**config.mk**
```make
export PLATFORM = sky130hd
export DESIGN_NAME = fsr_regs
export DESIGN_NICKNAME = d
export VERILOG_FILES = /design/src/fsr_pkg.sv /design/src/fsr_regs.sv /design/src/fsr_sync.sv
export VERILOG_INCLUDE_DIRS = /design/src
export SDC_FILE = /design/constraint.sdc
export NUM_CORES = 1
export LEC_CHECK = 0
export ABC_AREA = 1
export BUFFER_PORTS_ARGS = -buffer_cell sky130_fd_sc_hd__buf_2
export CORE_ASPECT_RATIO = 1.5
export CORE_MARGIN = 1
export CORE_UTILIZATION = 55
export CTS_BUF_LIST = sky130_fd_sc_hd__clkbuf_8
export DETAILED_ROUTE_END_ITERATION = 10
export PLACE_DENSITY = 0.75
export SYNTH_ARGS = -nofsm -noshare
export SYNTH_HDL_FRONTEND = slang
export SYNTH_HIERARCHICAL = 1
export SYNTH_SLANG_ARGS = --single-unit
```
**constraint.sdc**
```tcl
create_clock -name sys_clk -period 6.05 [get_ports sys_clk]
set_clock_uncertainty 0.05 [all_clocks]
set_input_delay 0.605 -clock sys_clk [delete_from_list [all_inputs] [get_ports sys_clk]]
set_output_delay 0.605 -clock sys_clk [all_outputs]
set_load 0.01 [all_outputs]
```
**src/fsr_consts.svh**
```systemverilog
// Purpose: Opcodes, bit positions, reset values and timing counts of the flash status/config block
// Assumes: System clock of 50 MHz
// Notes:   Definitions only
`ifndef FSR_CONSTS_SVH
`define FSR_CONSTS_SVH

// ****************************************
// Serial commands
// ****************************************
`define FSR_OP_WRITE_ENABLE   8'h06
`define FSR_OP_WRITE_DISABLE  8'h04
`define FSR_OP_READ_STATUS_LO 8'h05
`define FSR_OP_READ_STATUS_HI 8'h35
`define FSR_OP_READ_CONFIG    8'h15
`define FSR_OP_WRITE_STATUS   8'h01
`define FSR_OP_WRITE_STATUS2  8'h31
`define FSR_OP_SUSPEND        8'h75
`define FSR_OP_RESUME         8'h7a

// ****************************************
// Frame lengths in link bits
// ****************************************
`define FSR_OPCODE_BITS 5'h08
`define FSR_ONE_BYTE    5'h10
`define FSR_TWO_BYTES   5'h18
`define FSR_BIT_LIMIT   5'h1c

// ****************************************
// Reset values and field masks
// ****************************************
`define FSR_STATUS_RESET 16'h0000
`define FSR_CONFIG_RESET 8'h00
`define FSR_CONFIG_MASK  8'h8f
`define FSR_LEARN_BYTE   8'h34

// ****************************************
// Dummy counts
// ****************************************
`define FSR_DUAL_DUMMY_SHORT 4'h4
`define FSR_DUAL_DUMMY_LONG  4'h8
`define FSR_QUAD_DUMMY_SHORT 4'h6
`define FSR_QUAD_DUMMY_LONG  4'ha

// ****************************************
// Status write time
// ****************************************
`define FSR_CLK_PERIOD_NS    20
`define FSR_STATUS_WRITE_NS  5000000
`define FSR_STATUS_WRITE_CYC ((`FSR_STATUS_WRITE_NS) / (`FSR_CLK_PERIOD_NS))

`endif

```
**src/fsr_pkg.sv**
```systemverilog
// Purpose: Types of the flash status/config block
// Assumes: Nothing
// Notes:   Constants live in fsr_consts.svh
package fsr_pkg;

	// Pins sampled from the serial link
	typedef struct packed {
		logic       wp_n;
		logic       cs_n;
		logic       sclk;
		logic [3:0] io;
	} fsr_pins_s;

	// Status word, most significant bit first
	typedef struct packed {
		logic       pause_flag;
		logic       protect_complement;
		logic       security_lock_three;
		logic       security_lock_two;
		logic       security_lock_one;
		logic       erase_fail;
		logic       quad_enable;
		logic       register_protect_high;
		logic       register_protect_low;
		logic [4:0] block_protect_bits;
		logic       write_enable_latch;
		logic       write_busy;
	} fsr_status_s;

	// Configuration byte
	typedef struct packed {
		logic       hold_reset_select;
		logic [2:0] reserved;
		logic       large_page_select;
		logic       protect_scheme_select;
		logic       dummy_count_select;
		logic       learning_pattern_enable;
	} fsr_config_s;

	// Link frame states
	typedef enum logic [2:0] {
		FSR_IDLE,
		FSR_OPCODE,
		FSR_WDATA,
		FSR_READ,
		FSR_SKIP
	} fsr_state_e;

endpackage : fsr_pkg

```
**src/fsr_regs.sv**
```systemverilog
// Purpose: Status and configuration register logic of a serial NOR flash, with its serial command front end
// Assumes: Link pins are sampled by sys_clk; qpi_mode, array_busy and erase_fail come from sys_clk logic
// Notes:   Operation
`include "fsr_consts.svh"
`timescale 1ns/100ps
`default_nettype none
module fsr_regs #(
	parameter int unsigned STATUS_WRITE_CYCLES = `FSR_STATUS_WRITE_CYC
) (
	// Clock and reset
	input  wire  logic              sys_clk,
	input  wire  logic              nrst,
	// Serial link
	input  wire  fsr_pkg::fsr_pins_s pins,
	output logic [3:0]              io_out,
	output logic [3:0]              io_oe,
	// Core side levels
	input  wire  logic              qpi_mode,
	input  wire  logic              array_busy,
	input  wire  logic              erase_fail,
	// Page buffer load address
	input  wire  logic              buf_load,
	input  wire  logic [8:0]        buf_start,
	input  wire  logic              buf_strobe,
	output logic [8:0]              buf_addr,
	// Configuration effects
	output logic                    erase_dual_page,
	output logic                    pin_hold_enable,
	output logic                    pin_reset_enable,
	output logic                    use_block_locks,
	output logic                    block_locks_preset,
	output logic [3:0]              dual_dummy,
	output logic [3:0]              quad_dummy,
	output logic [7:0]              learn_pattern,
	// Register views
	output fsr_pkg::fsr_status_s    status_word,
	output fsr_pkg::fsr_config_s    config_byte
);
	import fsr_pkg::*;

	// ****************************************
	// Reset release
	// ****************************************
	logic [1:0] rst_pipe;
	logic       rst_n;

	// Released two clocks after nrst rises
	always_ff @(posedge sys_clk or negedge nrst) begin
		if (!nrst) begin
			rst_pipe <= 2'h0;
		end else begin
			rst_pipe <= {rst_pipe[0], 1'b1};
		end
	end
	assign rst_n = rst_pipe[1];

	// ****************************************
	// Pin sampling
	// ****************************************
	fsr_pins_s pin_q;
	logic      sclk_d;
	logic      cs_d;
	logic      sclk_rise;
	logic      sclk_fall;
	logic      cs_rise;

	fsr_sync #(
		.WIDTH (7),
		.INIT  (7'h60)
	) u_pin_sync (
		.clk   (sys_clk),
		.rst_n (rst_n),
		.d     (pins),
		.q     (pin_q)
	);

	// Previous levels for edge finding
	always_ff @(posedge sys_clk or negedge rst_n) begin
		if (!rst_n) begin
			sclk_d <= 1'b0;
			cs_d   <= 1'b1;
		end else begin
			sclk_d <= pin_q.sclk;
			cs_d   <= pin_q.cs_n;
		end
	end
	assign sclk_rise = pin_q.sclk & ~sclk_d & ~pin_q.cs_n;
	assign sclk_fall = ~pin_q.sclk & sclk_d & ~pin_q.cs_n;
	assign cs_rise   = pin_q.cs_n & ~cs_d;

	// ****************************************
	// Link frame
	// ****************************************
	fsr_state_e  state, next_state;
	logic [4:0]  bit_cnt, next_bit_cnt;
	logic [23:0] shreg, next_shreg;
	logic [7:0]  opcode, next_opcode;
	logic [7:0]  out_sh, next_out_sh;
	logic [3:0]  out_cnt, next_out_cnt;
	logic [3:0]  next_io_out, next_io_oe;
	logic [4:0]  step;
	logic [23:0] shifted;
	logic [7:0]  read_value;
	fsr_status_s st;
	fsr_config_s cfg;

	assign step    = qpi_mode ? 5'h4 : 5'h1;
	assign shifted = qpi_mode ? {shreg[19:0], pin_q.io} : {shreg[22:0], pin_q.io[0]};

	// Byte answered by the read commands; status reads never wait on the write cycle
	always_comb begin
		case (opcode)
			`FSR_OP_READ_STATUS_HI: read_value = st[15:8];
			`FSR_OP_READ_CONFIG:    read_value = cfg;
			default:                read_value = {st[7:1], st.write_busy | array_busy};
		endcase
	end

	// Frame decoding and read shifting
	always_comb begin
		next_state   = state;
		next_bit_cnt = bit_cnt;
		next_shreg   = shreg;
		next_opcode  = opcode;
		next_out_sh  = out_sh;
		next_out_cnt = out_cnt;
		next_io_out  = io_out;
		next_io_oe   = io_oe;
		if (pin_q.cs_n) begin
			next_state   = FSR_IDLE;
			next_bit_cnt = 5'h0;
			next_io_oe   = 4'h0;
		end else begin
			case (state)
				FSR_IDLE: begin
					next_state = FSR_OPCODE;
				end
				FSR_OPCODE: begin
					if (sclk_rise) begin
						next_shreg   = shifted;
						next_bit_cnt = bit_cnt + step;
						if (next_bit_cnt == `FSR_OPCODE_BITS) begin
							next_opcode = shifted[7:0];
							case (shifted[7:0])
								`FSR_OP_READ_STATUS_LO,
								`FSR_OP_READ_STATUS_HI,
								`FSR_OP_READ_CONFIG:   next_state = FSR_READ;
								`FSR_OP_WRITE_STATUS,
								`FSR_OP_WRITE_STATUS2: next_state = FSR_WDATA;
								default:               next_state = FSR_SKIP;
							endcase
							next_out_cnt = 4'h0;
						end
					end
				end
				FSR_WDATA: begin
					if (sclk_rise) begin
						next_shreg = shifted;
						if (bit_cnt < `FSR_BIT_LIMIT) begin
							next_bit_cnt = bit_cnt + step;
						end
					end
				end
				FSR_READ: begin
					// Other lines are ignored as inputs in single mode
					if (sclk_fall) begin
						if (out_cnt == 4'h0) begin
							next_out_sh = read_value;
						end
						if (qpi_mode) begin
							next_io_out = (out_cnt == 4'h0) ? read_value[7:4] : out_sh[7:4];
							next_io_oe  = 4'hf;
						end else begin
							next_io_out = {2'h0, (out_cnt == 4'h0) ? read_value[7] : out_sh[7], 1'b0};
							next_io_oe  = 4'h2;
						end
						if (out_cnt != 4'h0) begin
							next_out_sh = qpi_mode ? {out_sh[3:0], 4'h0} : {out_sh[6:0], 1'b0};
						end else begin
							next_out_sh = qpi_mode ? {read_value[3:0], 4'h0} : {read_value[6:0], 1'b0};
						end
						next_out_cnt = (out_cnt + step[3:0] >= 4'h8) ? 4'h0 : out_cnt + step[3:0];
					end
				end
				default: begin
					next_state = FSR_SKIP;
				end
			endcase
		end
	end

	always_ff @(posedge sys_clk or negedge rst_n) begin
		if (!rst_n) begin
			state   <= FSR_IDLE;
			bit_cnt <= 5'h0;
			shreg   <= 24'h0;
			opcode  <= 8'h0;
			out_sh  <= 8'h0;
			out_cnt <= 4'h0;
			io_out  <= 4'h0;
			io_oe   <= 4'h0;
		end else begin
			state   <= next_state;
			bit_cnt <= next_bit_cnt;
			shreg   <= next_shreg;
			opcode  <= next_opcode;
			out_sh  <= next_out_sh;
			out_cnt <= next_out_cnt;
			io_out  <= next_io_out;
			io_oe   <= next_io_oe;
		end
	end

	// ****************************************
	// Status and configuration registers
	// ****************************************
	fsr_status_s next_st;
	fsr_config_s next_cfg;
	logic [31:0] tw_cnt, next_tw_cnt;
	logic        hw_locked;
	logic        is_write;
	logic        write_ok;
	logic [7:0]  byte1;
	logic [7:0]  byte2;
	logic [7:0]  hi_byte;

	// Locked by protect-high, or protect-low with the pin low; pin only counts without quad
	assign hw_locked = st.register_protect_high |
	                   (st.register_protect_low & ~pin_q.wp_n & ~st.quad_enable);
	assign is_write  = (opcode == `FSR_OP_WRITE_STATUS) || (opcode == `FSR_OP_WRITE_STATUS2);
	assign write_ok  = cs_rise && state == FSR_WDATA && is_write && st.write_enable_latch &&
	                   !hw_locked && !st.write_busy &&
	                   (bit_cnt == `FSR_ONE_BYTE || bit_cnt == `FSR_TWO_BYTES);
	assign byte1     = (bit_cnt == `FSR_TWO_BYTES) ? shreg[15:8] : shreg[7:0];
	assign byte2     = shreg[7:0];
	// Byte that lands in the upper status half
	assign hi_byte   = (opcode == `FSR_OP_WRITE_STATUS2) ? byte1 : byte2;

	// Command effects at the end of each frame, then the write timer
	always_comb begin
		next_st            = st;
		next_cfg           = cfg;
		next_tw_cnt        = tw_cnt;
		next_st.erase_fail = erase_fail;
		if (cs_rise && state == FSR_SKIP && !st.write_busy) begin
			if (opcode == `FSR_OP_WRITE_ENABLE) begin
				next_st.write_enable_latch = 1'b1;
			end
			if (opcode == `FSR_OP_WRITE_DISABLE) begin
				next_st.write_enable_latch = 1'b0;
			end
		end
		if (cs_rise && state == FSR_SKIP) begin
			if (opcode == `FSR_OP_SUSPEND) begin
				next_st.pause_flag = 1'b1;
			end
			if (opcode == `FSR_OP_RESUME) begin
				next_st.pause_flag = 1'b0;
			end
		end
		// Pause flag, fail bit, latch and busy are never loaded from data
		if (write_ok) begin
			if (opcode == `FSR_OP_WRITE_STATUS) begin
				next_st.register_protect_low = byte1[7];
				next_st.block_protect_bits   = byte1[6:2];
				if (bit_cnt == `FSR_ONE_BYTE) begin
					next_st.protect_complement    = 1'b0;
					next_st.quad_enable           = 1'b0;
					next_st.register_protect_high = 1'b0;
				end
			end
			if (opcode == `FSR_OP_WRITE_STATUS2 || bit_cnt == `FSR_TWO_BYTES) begin
				next_st.protect_complement    = hi_byte[6];
				next_st.security_lock_three   = st.security_lock_three | hi_byte[5];
				next_st.security_lock_two     = st.security_lock_two | hi_byte[4];
				next_st.security_lock_one     = st.security_lock_one | hi_byte[3];
				next_st.quad_enable           = hi_byte[1];
				next_st.register_protect_high = hi_byte[0];
			end
			if (opcode == `FSR_OP_WRITE_STATUS2 && bit_cnt == `FSR_TWO_BYTES) begin
				next_cfg = fsr_config_s'(byte2 & `FSR_CONFIG_MASK);
			end
			next_st.write_busy = 1'b1;
			next_tw_cnt        = STATUS_WRITE_CYCLES;
		end else if (st.write_busy) begin
			next_tw_cnt = tw_cnt - 32'h1;
			if (tw_cnt <= 32'h1) begin
				next_st.write_busy         = 1'b0;
				next_st.write_enable_latch = 1'b0;
				next_tw_cnt                = 32'h0;
			end
		end
	end

	always_ff @(posedge sys_clk or negedge rst_n) begin
		if (!rst_n) begin
			st     <= `FSR_STATUS_RESET;
			cfg    <= `FSR_CONFIG_RESET;
			tw_cnt <= 32'h0;
		end else begin
			st     <= next_st;
			cfg    <= next_cfg;
			tw_cnt <= next_tw_cnt;
		end
	end

	// ****************************************
	// Outputs
	// ****************************************
	fsr_status_s next_status_word;
	logic [8:0]  next_buf_addr;

	// Registered views and configuration effects
	always_comb begin
		next_status_word            = st;
		next_status_word.write_busy = st.write_busy | array_busy;
		next_buf_addr               = buf_addr;
		if (buf_load) begin
			next_buf_addr = buf_start;
		end else if (buf_strobe) begin
			if (cfg.large_page_select) begin
				next_buf_addr = buf_addr + 9'h1;
			end else begin
				next_buf_addr = {buf_addr[8], buf_addr[7:0] + 8'h1};
			end
		end
	end

	always_ff @(posedge sys_clk or negedge rst_n) begin
		if (!rst_n) begin
			status_word        <= `FSR_STATUS_RESET;
			config_byte        <= `FSR_CONFIG_RESET;
			buf_addr           <= 9'h0;
			erase_dual_page    <= 1'b0;
			pin_hold_enable    <= 1'b1;
			pin_reset_enable   <= 1'b0;
			use_block_locks    <= 1'b0;
			block_locks_preset <= 1'b1;
			dual_dummy         <= `FSR_DUAL_DUMMY_SHORT;
			quad_dummy         <= `FSR_QUAD_DUMMY_SHORT;
			learn_pattern      <= 8'h0;
		end else begin
			status_word        <= next_status_word;
			config_byte        <= cfg;
			buf_addr           <= next_buf_addr;
			erase_dual_page    <= cfg.large_page_select;
			pin_hold_enable    <= ~st.quad_enable & ~cfg.hold_reset_select;
			pin_reset_enable   <= ~st.quad_enable & cfg.hold_reset_select;
			use_block_locks    <= cfg.protect_scheme_select;
			block_locks_preset <= 1'b0;
			dual_dummy         <= cfg.dummy_count_select ? `FSR_DUAL_DUMMY_LONG : `FSR_DUAL_DUMMY_SHORT;
			quad_dummy         <= cfg.dummy_count_select ? `FSR_QUAD_DUMMY_LONG : `FSR_QUAD_DUMMY_SHORT;
			learn_pattern      <= cfg.learning_pattern_enable ? `FSR_LEARN_BYTE : 8'h0;
		end
	end
endmodule : fsr_regs
`default_nettype wire

```
**src/fsr_sync.sv**
```systemverilog
// Purpose: Two flip-flop synchroniser for a group of levels
// Assumes: Inputs are asynchronous to clk
// Notes:   First stage feeds only the second stage
`timescale 1ns/100ps
`default_nettype none
module fsr_sync #(
	parameter int                WIDTH = 1,
	parameter logic [WIDTH-1:0]  INIT  = '0
) (
	// Clock and reset
	input  wire  logic             clk,
	input  wire  logic             rst_n,
	// Levels
	input  wire  logic [WIDTH-1:0] d,
	output logic       [WIDTH-1:0] q
);
	logic [WIDTH-1:0] meta;

	// Two stages toward the local clock
	always_ff @(posedge clk or negedge rst_n) begin
		if (!rst_n) begin
			meta <= INIT;
			q    <= INIT;
		end else begin
			meta <= d;
			q    <= meta;
		end
	end
endmodule : fsr_sync
`default_nettype wire

```
After elaboration in Yosys (flattened, before gate mapping):

Index checks and enable logic that the tools add are counted.

* flip-flop bits (word level): 170
* output and inout port bits: 62
* input bits: 23

* muxes and demuxes: 54
* add/sub/neg operators: 5
* eq/ne operators: 28
* bitwise gates (word level): 21
* reductions and logical operators: 44
* magnitude comparators: 3

Operators with widths (number)
* 32-bit 2-to-1 mux: 3
* 4-bit 2-to-1 mux: 13
* 8-bit 2-to-1 mux: 5
* 8-bit by 6-bit == test with 1-bit output (second input constant): 4
* 32-bit by 1-bit less-or-equal comparator with 1-bit output (second input constant): 1
* 32-bit by 1-bit subtractor with 32-bit output (second input constant): 1
* 9-bit 2-to-1 mux: 3
* 8-bit by 3-bit == test with 1-bit output (second input constant): 3
* 5-bit 2-to-1 mux: 4
* 2-bit nonzero test: 9
* 8-bit by 1-bit == test with 1-bit output (second input constant): 2
* 8-bit by 5-bit == test with 1-bit output (second input constant): 2
* 8-bit by 7-bit == test with 1-bit output (second input constant): 2
* 16-bit 2-to-1 mux: 1
* 8-bit one-hot mux with 2 select lines: 1
* 3-bit 2-to-1 mux: 4
* 3-bit by 2-bit inequality test with 1-bit output (second input constant): 4
* 2-bit AND reduction: 6
* 3-bit AND reduction: 4
* 5-bit == test (second input constant): 2
* 1-bit 2-to-1 mux: 10
* 5-bit one-hot mux with 2 select lines: 1
* 9-bit by 1-bit adder with 9-bit output (second input constant): 1
* 1-bit AND: 9
* other kinds (30): 60

Logic depth before layout (Yosys ltp):

Gate-level depths: netlist of run 1.

* depth in word-level cells: 9
* gate-level depth with buffers: 13

Modules after synthesis:

The synthesis of run 1 kept the hierarchy.

Modules (own cells, without submodules)
* fsr_regs: area each 7538.5 um^2, times used 1, sequential area each 3508.4 um^2, cells an instance 960
* fsr_sync: area each 355.3 um^2, times used 1, sequential area each 355.3 um^2, cells an instance 14

Worst setup path after synthesis of run 1:

OpenSTA, ideal clock, no wires.

* path type: input to register
* from: in qpi_mode
* to: reg opcode[0]
* data arrival time: 2136 ps
* path slack: 3747 ps
* stages: 12
* buffers on the path: 1
* cells stage by stage: inv_1 > clkbuf_1 > ha_1 > ha_1 > inv_1 > nand2_1 > nor2_1 > nand3_1 > inv_2 > nand4_2 > nand2_1 > nand2_1

* longest elaborated chain between the ends: 4

Ends and longest elaborated chain
* start: declaration: line fsr_regs.sv:18 `input wire logic qpi_mode,`
* 3-bit 2-to-1 mux: line fsr_regs.sv:107 `assign step = qpi_mode ? 5'h4 : 5'h1;`
* 5-bit by 3-bit adder with 5-bit output: line fsr_regs.sv:141 `next_bit_cnt = bit_cnt + step;`
* 5-bit by 4-bit == test with 1-bit output (no source line)
* 4-bit AND reduction (no source line)
* end signal: assignment: line fsr_regs.sv:206 `opcode <= next_opcode;`
* end: declaration: line fsr_regs.sv:97 `logic [7:0] opcode, next_opcode;`

Every way passes these cells.
A chain may end at the register's enable or synchronous reset.

Worst setup path after layout of run 1:

* from: in qpi_mode
* to: reg opcode[5]

* longest elaborated chain between the ends: 4

Ends and longest elaborated chain (line)
* 3-bit 2-to-1 mux: fsr_regs.sv:107
* 5-bit by 3-bit adder with 5-bit output: fsr_regs.sv:141
* 5-bit by 4-bit == test with 1-bit output (no source line)
* 4-bit AND reduction (no source line)

Several ways; a longest one is shown, not always the timed one.

==> results of run 1 <==
==> metal layers <==
metal / share of wire, % / track usage [%] / vias to the layer above
li1: - / - / 3211
met3: 3.2 / 4.61 / 40
met1: 39 / 27.7 / 3008
met2: 54 / 45.2 / 156
met4: 3.8 / 14.5 / 0
met5: 0 / 0 / -
==> flip-flops by register name, indices dropped and copies added, names as in the netlist, 2 cells and up <==
signal,count
bit_cnt,5
buf_addr,9
cfg,5
config_byte,4
io_oe,2
io_out,4
next_status_word,15
opcode,8
out_cnt,4
out_sh,7
rst_pipe,2
shreg,16
state,3
status_word,16
tw_cnt,32
u_pin_sync/meta,7
u_pin_sync/q,7
==> timing repair <==
| action | 4_1_cts | 5_1_grt |
|---|---|---|
| endpoints found under the setup margin | 0 | 0 |
| hold endpoints to repair | 2 | 0 |
| hold buffers | 1 | 0 |
| buffers inserted | 0 | 0 |
==> metrics by stage <==
step	worst slack [ps]	total power [mW]	hold WS [ps]
after floorplan	1410	1.35	259
after global routing	3070	2.23	153
after global placement	2940	1.43	283
after CTS	3320	2.14	159
final	3270	2.13	197
after detailed placement	2850	1.44	285
==> layout make-up <==
cell class                 instances  area (sq um)
clock buffer                      18           248
clock inverter                    14           111
fill                            1285          5370
inverter                          98           375
multi-input combinational        689          3400
sequential                       154          3870
tap                              192           240
timing repair buffer              74           378
==> logic make-up (layout without fill, tap and decap cells) <==
family                     count (synthesis)  after routing
other                                      2             14
DFF                                      154            154
and+or+nand+nor                          517            517
adders and majority gates                  9              9
xor gates and xnor gates                  33             33
buffers and inverters                    143            204
AOI/OAI and AO/OA                        116            116
==> cell usage after synthesis (3+ instances only) <==
master,number
o22ai_1,4
xnor2_1,15
buf_6,4
dfstp_2,8
buf_4,24
o21ai_2,7
o21ai_1,23
nand2_1,248
inv_2,7
nand4_1,15
xor2_1,18
o21ai_0,45
nand4_2,4
inv_1,87
ha_1,9
o21bai_1,3
a22oi_1,5
clkbuf_1,5
a31oi_1,4
nor3_1,3
buf_2,10
nand3_1,89
nor2_2,8
o211ai_1,5
a21oi_1,16
nor3_2,3
nand2_2,7
dfrtp_1,146
and2_1,3
nor2_1,122
nor2_4,4
==> power groups by stage <==
stage	clock network, mW	logic (mW)	registers, mW
floorplan	0	0.172	1.18
global placement	0	0.243	1.19
detailed placement	0	0.248	1.19
CTS	0.723	0.249	1.17
global route	0.763	0.282	1.18
finish	0.706	0.249	1.17
==> worst max-delay path: stages <==
cell	delay, ps
buf_2	440
inv_1	360
ha_1	320
ha_1	270
inv_1	70
nand2_1	50
nor2_1	160
nand3_1	200
inv_2	190
nand4_2	210
nand2_1	130
nand2_1	60
==> layout by cell type, fill, tap and decap left out, types with 8 or more instances in the layout <==
master	instances
a21oi_1	16
buf_2	72
clkbuf_8	18
conb_1	14
dfrtp_1	145
dfstp_2	8
ha_1	9
inv_1	87
nand2_1	248
nand3_1	89
nand4_1	15
nor2_1	122
nor2_2	8
o21ai_0	45
o21ai_1	23
xnor2_1	15
xor2_1	18
==> final timing paths <==
check	startpoint	end	slack (ps)	cells after the start
worst max-delay path	qpi_mode	opcode[5]	3270	12
worst min-delay path	pins[5]	u_pin_sync/meta[5]	200	1
worst max register to register	u_pin_sync/q[5]	next_status_word[8]	3320	8
worst min register to register	u_pin_sync/meta[0]	u_pin_sync/q[0]	300	0
max in group asynchronous	rst_pipe[1]	tw_cnt[31]	4010	1
min in group asynchronous	nrst	rst_pipe[1]	420	2
==> flow_summary.ini, run 1 <==
[logic_synthesis]
synth_xor_area_share_pct = 3.66
synthMuxAreaShare_pct = 0
synth_top_family_by_area = simple AND/OR/NAND/NOR gates
synth.distinct_cells = 46
synth-seq-area-share_pct = 48.9
ys.flop_type = dfrtp_1
syn_avg_cell_area_sq_um = 8.10
synth-compound-area-share_pct = 8.37
async_flop_share_pct = 100
ys_top_cells_by_area = dfrtp_1, nand2_1, nor2_1
synth_top_area_share_pct = 46.3
synth-edff-count = 0
syn_area_sq_mm = 0.00789
synthSimpleGateAreaFrac_pct = 28.9
syn_inst = 974
yosys.area.top_type = dfrtp_1
synthAdderAreaFrac_pct = 1.43
yosys_warnings = 6
ys_ff_latch = 154

[detailed_routing]
drtIter0Drc = 323
detail-route-antenna-nets = 0
wl_um = 17700
drt-vias-per-instance = 5.18
num_vias = 6415
avgRoutedWirePerCell_um = 14.3
route.detailed.drc = 0
drt-pass1-iter-count = 5

[pwr]
power_density_mw_per_mm2 = 247
leakagePower_nw = 4.23
clockPowerShare_pct = 33.2
switching_power_mw = 0.647
swShare_pct = 30.5
ir_drop_mv = 0.163
p_int_mw = 1.48
power_frac_seq_pct = 55.1
p_comb_share_pct = 11.7

[run_status]
status = finished, final reports clean

[floorplan]
dieWidth_um = 99.8
die_h_um = 149
core_area_sq_mm = 0.0140
die_area_sq_mm = 0.0148
ios = 85
placementRows = 53
start_util_pct = 56.4

[min_path]
hp-class = primary input to flip-flop

[worst_setup_path]
arrival_ps = 3070
critPathMaxFanout = 33
critPathRequiredTime_ps = 6340
end_kind = flip-flop
path_class = primary input to flip-flop
cp-start-kind = primary input

[sta]
fin_setup_tns_ps = 0
slew-limit-headroom_pct = 33.5
clock.fmax_mhz = 360
setup_viol = 0
finalHoldViolCount = 0
slew_viol_final = 0
tightestPinTransition_ps = 996
period_share_pct = 45.9
rsz0062_at_grt = no
min_period_ps = 2780

[clock_network]
clkTransAtPathRegs_ps = 80
clk_path_buf_depth = 2
cts_resized = 0
insertion_delay_ps = 450
root_buffer = clkbuf_8
cts.htree.levels = 4
cts_tree = done
numCtsBuffers = 17
cts_sinks = 154

[grt]
grt_overflow_total = 0
grtUsageTotal_pct = 25.2
grt_max_degree = 78
grt_pass1_vias = 6015
grt_antenna_before_repair = 0
grt_pass1_wl_um = 28800

[placed_design]
gp_congestion = 0.943
dpl_cell_area_sq_mm = 0.00825
dp_cells = 1206
port_buffers = 72
dp_hpwl_um = 13200

[cells_and_area]
layout-drive-gt1-share_pct = 15.6
fin_cells = 1239
post-route-cell-area_sq_mm = 0.00862
area_growth_pct = 9.18
utilization_pct = 61.6
final_nets = 1066
num_antenna_cells = 0

[job]
maxCapViolations = 0
(Power assumes the default switching activity.)
==> run 2: changes to the inputs <==
--- a/config.mk
+++ b/config.mk
@@ -6,14 +6,14 @@
 export SDC_FILE = /design/constraint.sdc
 export NUM_CORES = 1
 export LEC_CHECK = 0
-export ABC_AREA = 1
+export ABC_AREA = 0
 export BUFFER_PORTS_ARGS = -buffer_cell sky130_fd_sc_hd__buf_2
 export CORE_ASPECT_RATIO = 1.5
 export CORE_MARGIN = 1
 export CORE_UTILIZATION = 55
 export CTS_BUF_LIST = sky130_fd_sc_hd__clkbuf_8
 export DETAILED_ROUTE_END_ITERATION = 10
-export PLACE_DENSITY = 0.75
+export PLACE_DENSITY = 0.79
 export SYNTH_ARGS = -nofsm -noshare
 export SYNTH_HDL_FRONTEND = slang
 export SYNTH_HIERARCHICAL = 1
==> constraint.sdc (replaced) <==
create_clock -name sys_clk -period 2.42 [get_ports sys_clk]
set_clock_uncertainty 0.05 [all_clocks]
set_input_delay 0.242 -clock sys_clk [delete_from_list [all_inputs] [get_ports sys_clk]]
set_output_delay 0.242 -clock sys_clk [all_outputs]
set_load 0.01 [all_outputs]
==> flow_summary.ini, run 2 <==
[run_status]
status = finished with violations
violations = setup timing

[detailed_routing]
route.detailed.drc = 0
num_vias = 5982
wl_um = 18100
drt-vias-per-instance = 5.90
avgRoutedWirePerCell_um = 17.9
drtIter0Drc = 436
drt-pass1-iter-count = 5
detail-route-antenna-nets = 0

[worst_setup_path]
path_delay_family = simple AND/OR/NAND/NOR gates
critPathBufInv = 1
critPathRequiredTime_ps = 2710
cp-start-kind = flip-flop
reg2reg_depth = 6
critPathSlowestCell = or4_4
crit-reg2reg-launch = tw_cnt[28]
r2r-end = tw_cnt[28]
path_depth = 6
arrival_ps = 2750
critPathMaxFanout = 7
r2r_slack_ps = -40
end_kind = flip-flop
critPathLaunch = tw_cnt[28]
path_cells = or4_4 -> or4_4 -> o41a_1 -> buf_6 -> a21oi_2 -> o21ai_1
path_class = flip-flop to flip-flop
max_stage_delay_ps = 540
cpMostUsedCell = or4_4

[clock_network]
clk_path_buf_depth = 2
numCtsBuffers = 17
cts.htree.levels = 4
insertion_delay_ps = 450
cts_sinks = 154
root_buffer = clkbuf_8
cts_tree = done
clkTransAtPathRegs_ps = 90

[logic_synthesis]
netlist_top_cells_count = dfrtp_1, nand2_1, mux2i_1, nor2_1, o21ai_0
synth_top_area_share_pct = 49.3
syn_inst = 709
yosysMostFrequentCell = dfrtp_1
async_flop_share_pct = 100
yosys_warnings = 6
synth-edff-count = 0
ys.flop_type = dfrtp_1
synth.distinct_cells = 63
syn_avg_cell_area_sq_um = 10.5
synth-seq-area-share_pct = 52.1
yosys.area.top_type = dfrtp_1
syn_area_sq_mm = 0.00741
ys_top_cells_by_area = dfrtp_1, mux2i_1, mux2_2
ys_ff_latch = 154

[min_path]
hp-class = primary input to asynchronous set/reset pin

[floorplan]
die_area_sq_mm = 0.0139
ios = 85
start_util_pct = 56.6
placementRows = 51
dieWidth_um = 96.8
core_area_sq_mm = 0.0131
die_h_um = 144

[grt]
grtUsageTotal_pct = 27.1
grt_max_degree = 64
grt_antenna_before_repair = 0
grt_overflow_total = 0
grt_pass1_vias = 6101
grt_pass1_wl_um = 29600

[pwr]
ir_drop_mv = 0.412
power_density_mw_per_mm2 = 591
leakagePower_nw = 4.33

[sta]
clock.fmax_mhz = 407
slew-limit-headroom_pct = 56.8
finalHoldViolCount = 0
worst_slack_ps = -38.7
min_period_ps = 2460
rsz0062_at_grt = yes
hold_ws_ps = 39.2
period_share_pct = 102
tightestPinTransition_ps = 644
setup_viol = 11
slew_viol_final = 0

[cells_and_area]
final_common_cell = dfrtp_1
layout-drive-gt1-share_pct = 28.2
largestRegisters = tw_cnt: 32 flops, shreg: 16 flops, status_word: 16 flops
largest_reg_flops = 32
regMostFlops = tw_cnt
area_growth_pct = 21.5
num_antenna_cells = 0
final_nets = 874
mostFrequentLayoutCells = dfrtp_1, buf_2, nand2_1
utilization_pct = 68.8
post-route-cell-area_sq_mm = 0.00900

[placed_design]
dpl_cell_area_sq_mm = 0.00823
gp_congestion = 0.909
port_buffers = 72
dp_hpwl_um = 12800

[job]
maxCapViolations = 0
[run 2: metal layers]
layer,GRT usage (%),up-vias,part of all wire [%]
met5,0,-,0
met4,15.7,0,3.9
met3,4.93,48,3.4
met2,49.0,163,55
met1,29.8,2992,38
li1,-,2779,-
[run 2: kinds of logic after synthesis]
group	after synthesis	synth area share (%)
AND/OR/NAND/NOR	233	16.3
flip-flops	154	52.1
AO/OA/AOI/OAI	144	12.5
buffers and inverters	82	5.69
multiplexers	67	9.57
XOR/XNOR	18	2.13
adder cells (fa/ha/maj)	9	1.52
other	2	0.101
[run 2: how the worst max path moves through the flow]
stage                     slack, ps         end
after floorplan                -170  tw_cnt[21]
final                           -40  tw_cnt[28]
after global placement            9   tw_cnt[4]
after global routing           -100  tw_cnt[21]
after detailed placement        -70   tw_cnt[2]
after CTS                       -30  tw_cnt[21]
[run 2: cell type report]
cell class              instances  area (sq um)
flip-flops and latches        154          3870
multi-input cells             485          3330
well taps                     159           199
clock inverters                15           165
repair buffers                158          1110
inverters                      26           100
fillers                       966          4080
clock buffers                  17           234
[run 2: repair_timing]
item,4_1_cts,5_1_grt
setup buffers,2,3
hold buffers,19,0
gates resized for setup,11,22
endpoints found under the hold margin,20,0
pin swaps,0,5
endpoints found under the setup margin,16,30
[run 2: power by group]
group / internal (mW) / leakage (nW) / switching (mW)
combinational: 0.213 / 2.25 / 0.243
sequential: 2.71 / 1.88 / 0.194
clock: 0.935 / 0.195 / 1.03
total: 3.85 / 4.33 / 1.47
[run 2: through the flow]
step                std cells  TNS, ps  setup slack, ps  power (mW)
floorplan                 721     -334             -166        3.21
global placement          958        0             8.78        3.34
detailed placement        958     -221            -67.9        3.37
CTS                      1011     -112            -33.2        5.36
global route             1014    -1470            -97.2        5.56
finish                   1014     -186            -38.7        5.32
==> run 3: changes to the inputs <==
--- a/config.mk
+++ b/config.mk
@@ -14,6 +14,7 @@
 export CTS_BUF_LIST = sky130_fd_sc_hd__clkbuf_8
 export DETAILED_ROUTE_END_ITERATION = 10
 export PLACE_DENSITY = 0.79
+export RECOVER_POWER = 50
 export SYNTH_ARGS = -nofsm -noshare
 export SYNTH_HDL_FRONTEND = slang
 export SYNTH_HIERARCHICAL = 1
==> flow_summary.ini, run 3 (synthesis results as in run 2) <==
[detailed_routing]
drt-vias-per-instance = 5.93
num_vias = 6011
avgRoutedWirePerCell_um = 17.9
detail-route-antenna-nets = 0
drtIter0Drc = 409
wl_um = 18100
route.detailed.drc = 0
drt-pass1-iter-count = 5

[floorplan]
die_h_um = 144
core_area_sq_mm = 0.0131
die_area_sq_mm = 0.0139
ios = 85
placementRows = 51
dieWidth_um = 96.8
start_util_pct = 56.6

[sta]
slew-limit-headroom_pct = -15.7
period_share_pct = 102
setup_viol = 9
rsz0062_at_grt = yes
fin_setup_tns_ps = -186
slew_viol_final = 44
clock.fmax_mhz = 406
tightestPinTransition_ps = 1730
worst_slack_ps = -44.6
min_period_ps = 2460
finalHoldViolCount = 0

[worst_setup_path]
max_stage_delay_ps = 540
path_delay_family = simple AND/OR/NAND/NOR gates
arrival_ps = 2710
cpMostUsedCell = or4_4
critPathRequiredTime_ps = 2670
end_kind = flip-flop
critPathBufInv = 1
r2r_slack_ps = -40
cp-start-kind = flip-flop
path_cells = or4_4 -> or4_4 -> o41a_1 -> buf_6 -> nand3_2 -> o2111ai_2
critPathMaxFanout = 7
critPathSlowestCell = or4_4
path_class = flip-flop to flip-flop

[cells_and_area]
largestRegisters = tw_cnt: 32 flops, shreg: 16 flops, status_word: 16 flops
area_growth_pct = 21.1
largest_reg_flops = 32
final_nets = 874
layout-drive-gt1-share_pct = 26.4
final_common_cell = dfrtp_1
mostFrequentLayoutCells = dfrtp_1, nand2_1, buf_2
regMostFlops = tw_cnt
num_antenna_cells = 0

[clock_network]
clk_path_buf_depth = 2
numCtsBuffers = 17
root_buffer = clkbuf_8
cts.htree.levels = 4
cts_tree = done
insertion_delay_ps = 450
clkTransAtPathRegs_ps = 90
cts_sinks = 154

[grt]
grt_overflow_total = 0
grt_pass1_vias = 6101
grt_antenna_before_repair = 0
grt_pass1_wl_um = 29600
grtUsageTotal_pct = 27.1
grt_max_degree = 64

[pwr]
clockPowerShare_pct = 37.0
swShare_pct = 27.6
power_frac_seq_pct = 54.5
ir_drop_mv = 0.409
switching_power_mw = 1.47
leakagePower_nw = 4.27
power_density_mw_per_mm2 = 593
finalPower_mw = 5.32
p_int_mw = 3.85
p_comb_share_pct = 8.5

[run_status]
violations = capacitance limit, slew limit, setup timing
status = finished with violations

[min_path]
hp-class = primary input to asynchronous set/reset pin

[job]
maxCapViolations = 1

[placed_design]
gp_congestion = 0.909
port_buffers = 72
dp_hpwl_um = 12800
-- run 3: cell count changes in the layout (fill, tap and decap cells not counted), sizes merged --
cell,change
clkbuf,+14
buf,-14
-- run 3: final cells by class --
cell class | count | area, sq um
clock buffers | 17 | 234
clock inverters | 15 | 165
fillers | 980 | 4110
inverters | 26 | 100
multi-input cells | 485 | 3330
flip-flops and latches | 154 | 3860
well taps | 159 | 199
repair buffers | 158 | 1070
-- run 3: power groups by stage --
stage / registers [mW] / logic [mW] / clock network (mW)
CTS: 2.90 / 0.456 / 2.00
global placement: 2.93 / 0.408 / 0
detailed placement: 2.94 / 0.424 / 0
finish: 2.90 / 0.454 / 1.97
floorplan: 2.91 / 0.294 / 0
global route: 2.92 / 0.514 / 2.12
-- run 3: routing by layer --
layer,wire [um],GRT usage (%)
met1,6830,29.8
met2,9910,49.0
met3,672,4.93
met4,715,15.7
met5,0,0
-- run 3: what timing repair did --
| action | in CTS | in global routing |
|---|---|---|
| hold endpoints to repair | 20 | 0 |
| resized for setup | 11 | 22 |
| endpoints found under the setup margin | 16 | 30 |
| setup buffers | 2 | 3 |
| pin swaps | 0 | 5 |
| hold buffers | 19 | 0 |
-- run 3: path summary, 6_finish.rpt --
| kind | startpoint | endpoint | cells past startpoint |
|---|---|---|---|
| setup / recovery | tw_cnt[28] | tw_cnt[15] | 6 |
| hold / removal | nrst | rst_pipe[1] | 2 |
| setup reg to reg | tw_cnt[28] | tw_cnt[15] | 6 |
| hold reg to reg | u_pin_sync/meta[2] | u_pin_sync/q[2] | 0 |
| max in group asynchronous | rst_pipe[1] | u_pin_sync/q[5] | 1 |
| min in group sys_clk | buf_load | buf_addr[0] | 3 |
-- run 3: per-stage QoR --
stage | hold slack, ps | cell area (sq um) | instances | utilization, % | setup WS [ps]
floorplan | -104 | 7560 | 721 | - | -166
global placement | -21.7 | 8230 | 958 | 62.9 | 8.78
detailed placement | -20.3 | 8230 | 958 | 62.9 | -67.9
CTS | 18.8 | 8870 | 1011 | 67.8 | -33.2
global route | 19.9 | 8970 | 1014 | 68.6 | -97.2
finish | 42.8 | 8970 | 1014 | 68.6 | -44.6
-- run 3: worst reg2reg max path: cells and delay by family, from the launching register on --
family	cells	cell delay [ps]
flip-flops	1	390
AND/OR/NAND/NOR	3	1090
buffers and inverters	1	190
AO/OA/AOI/OAI	2	600
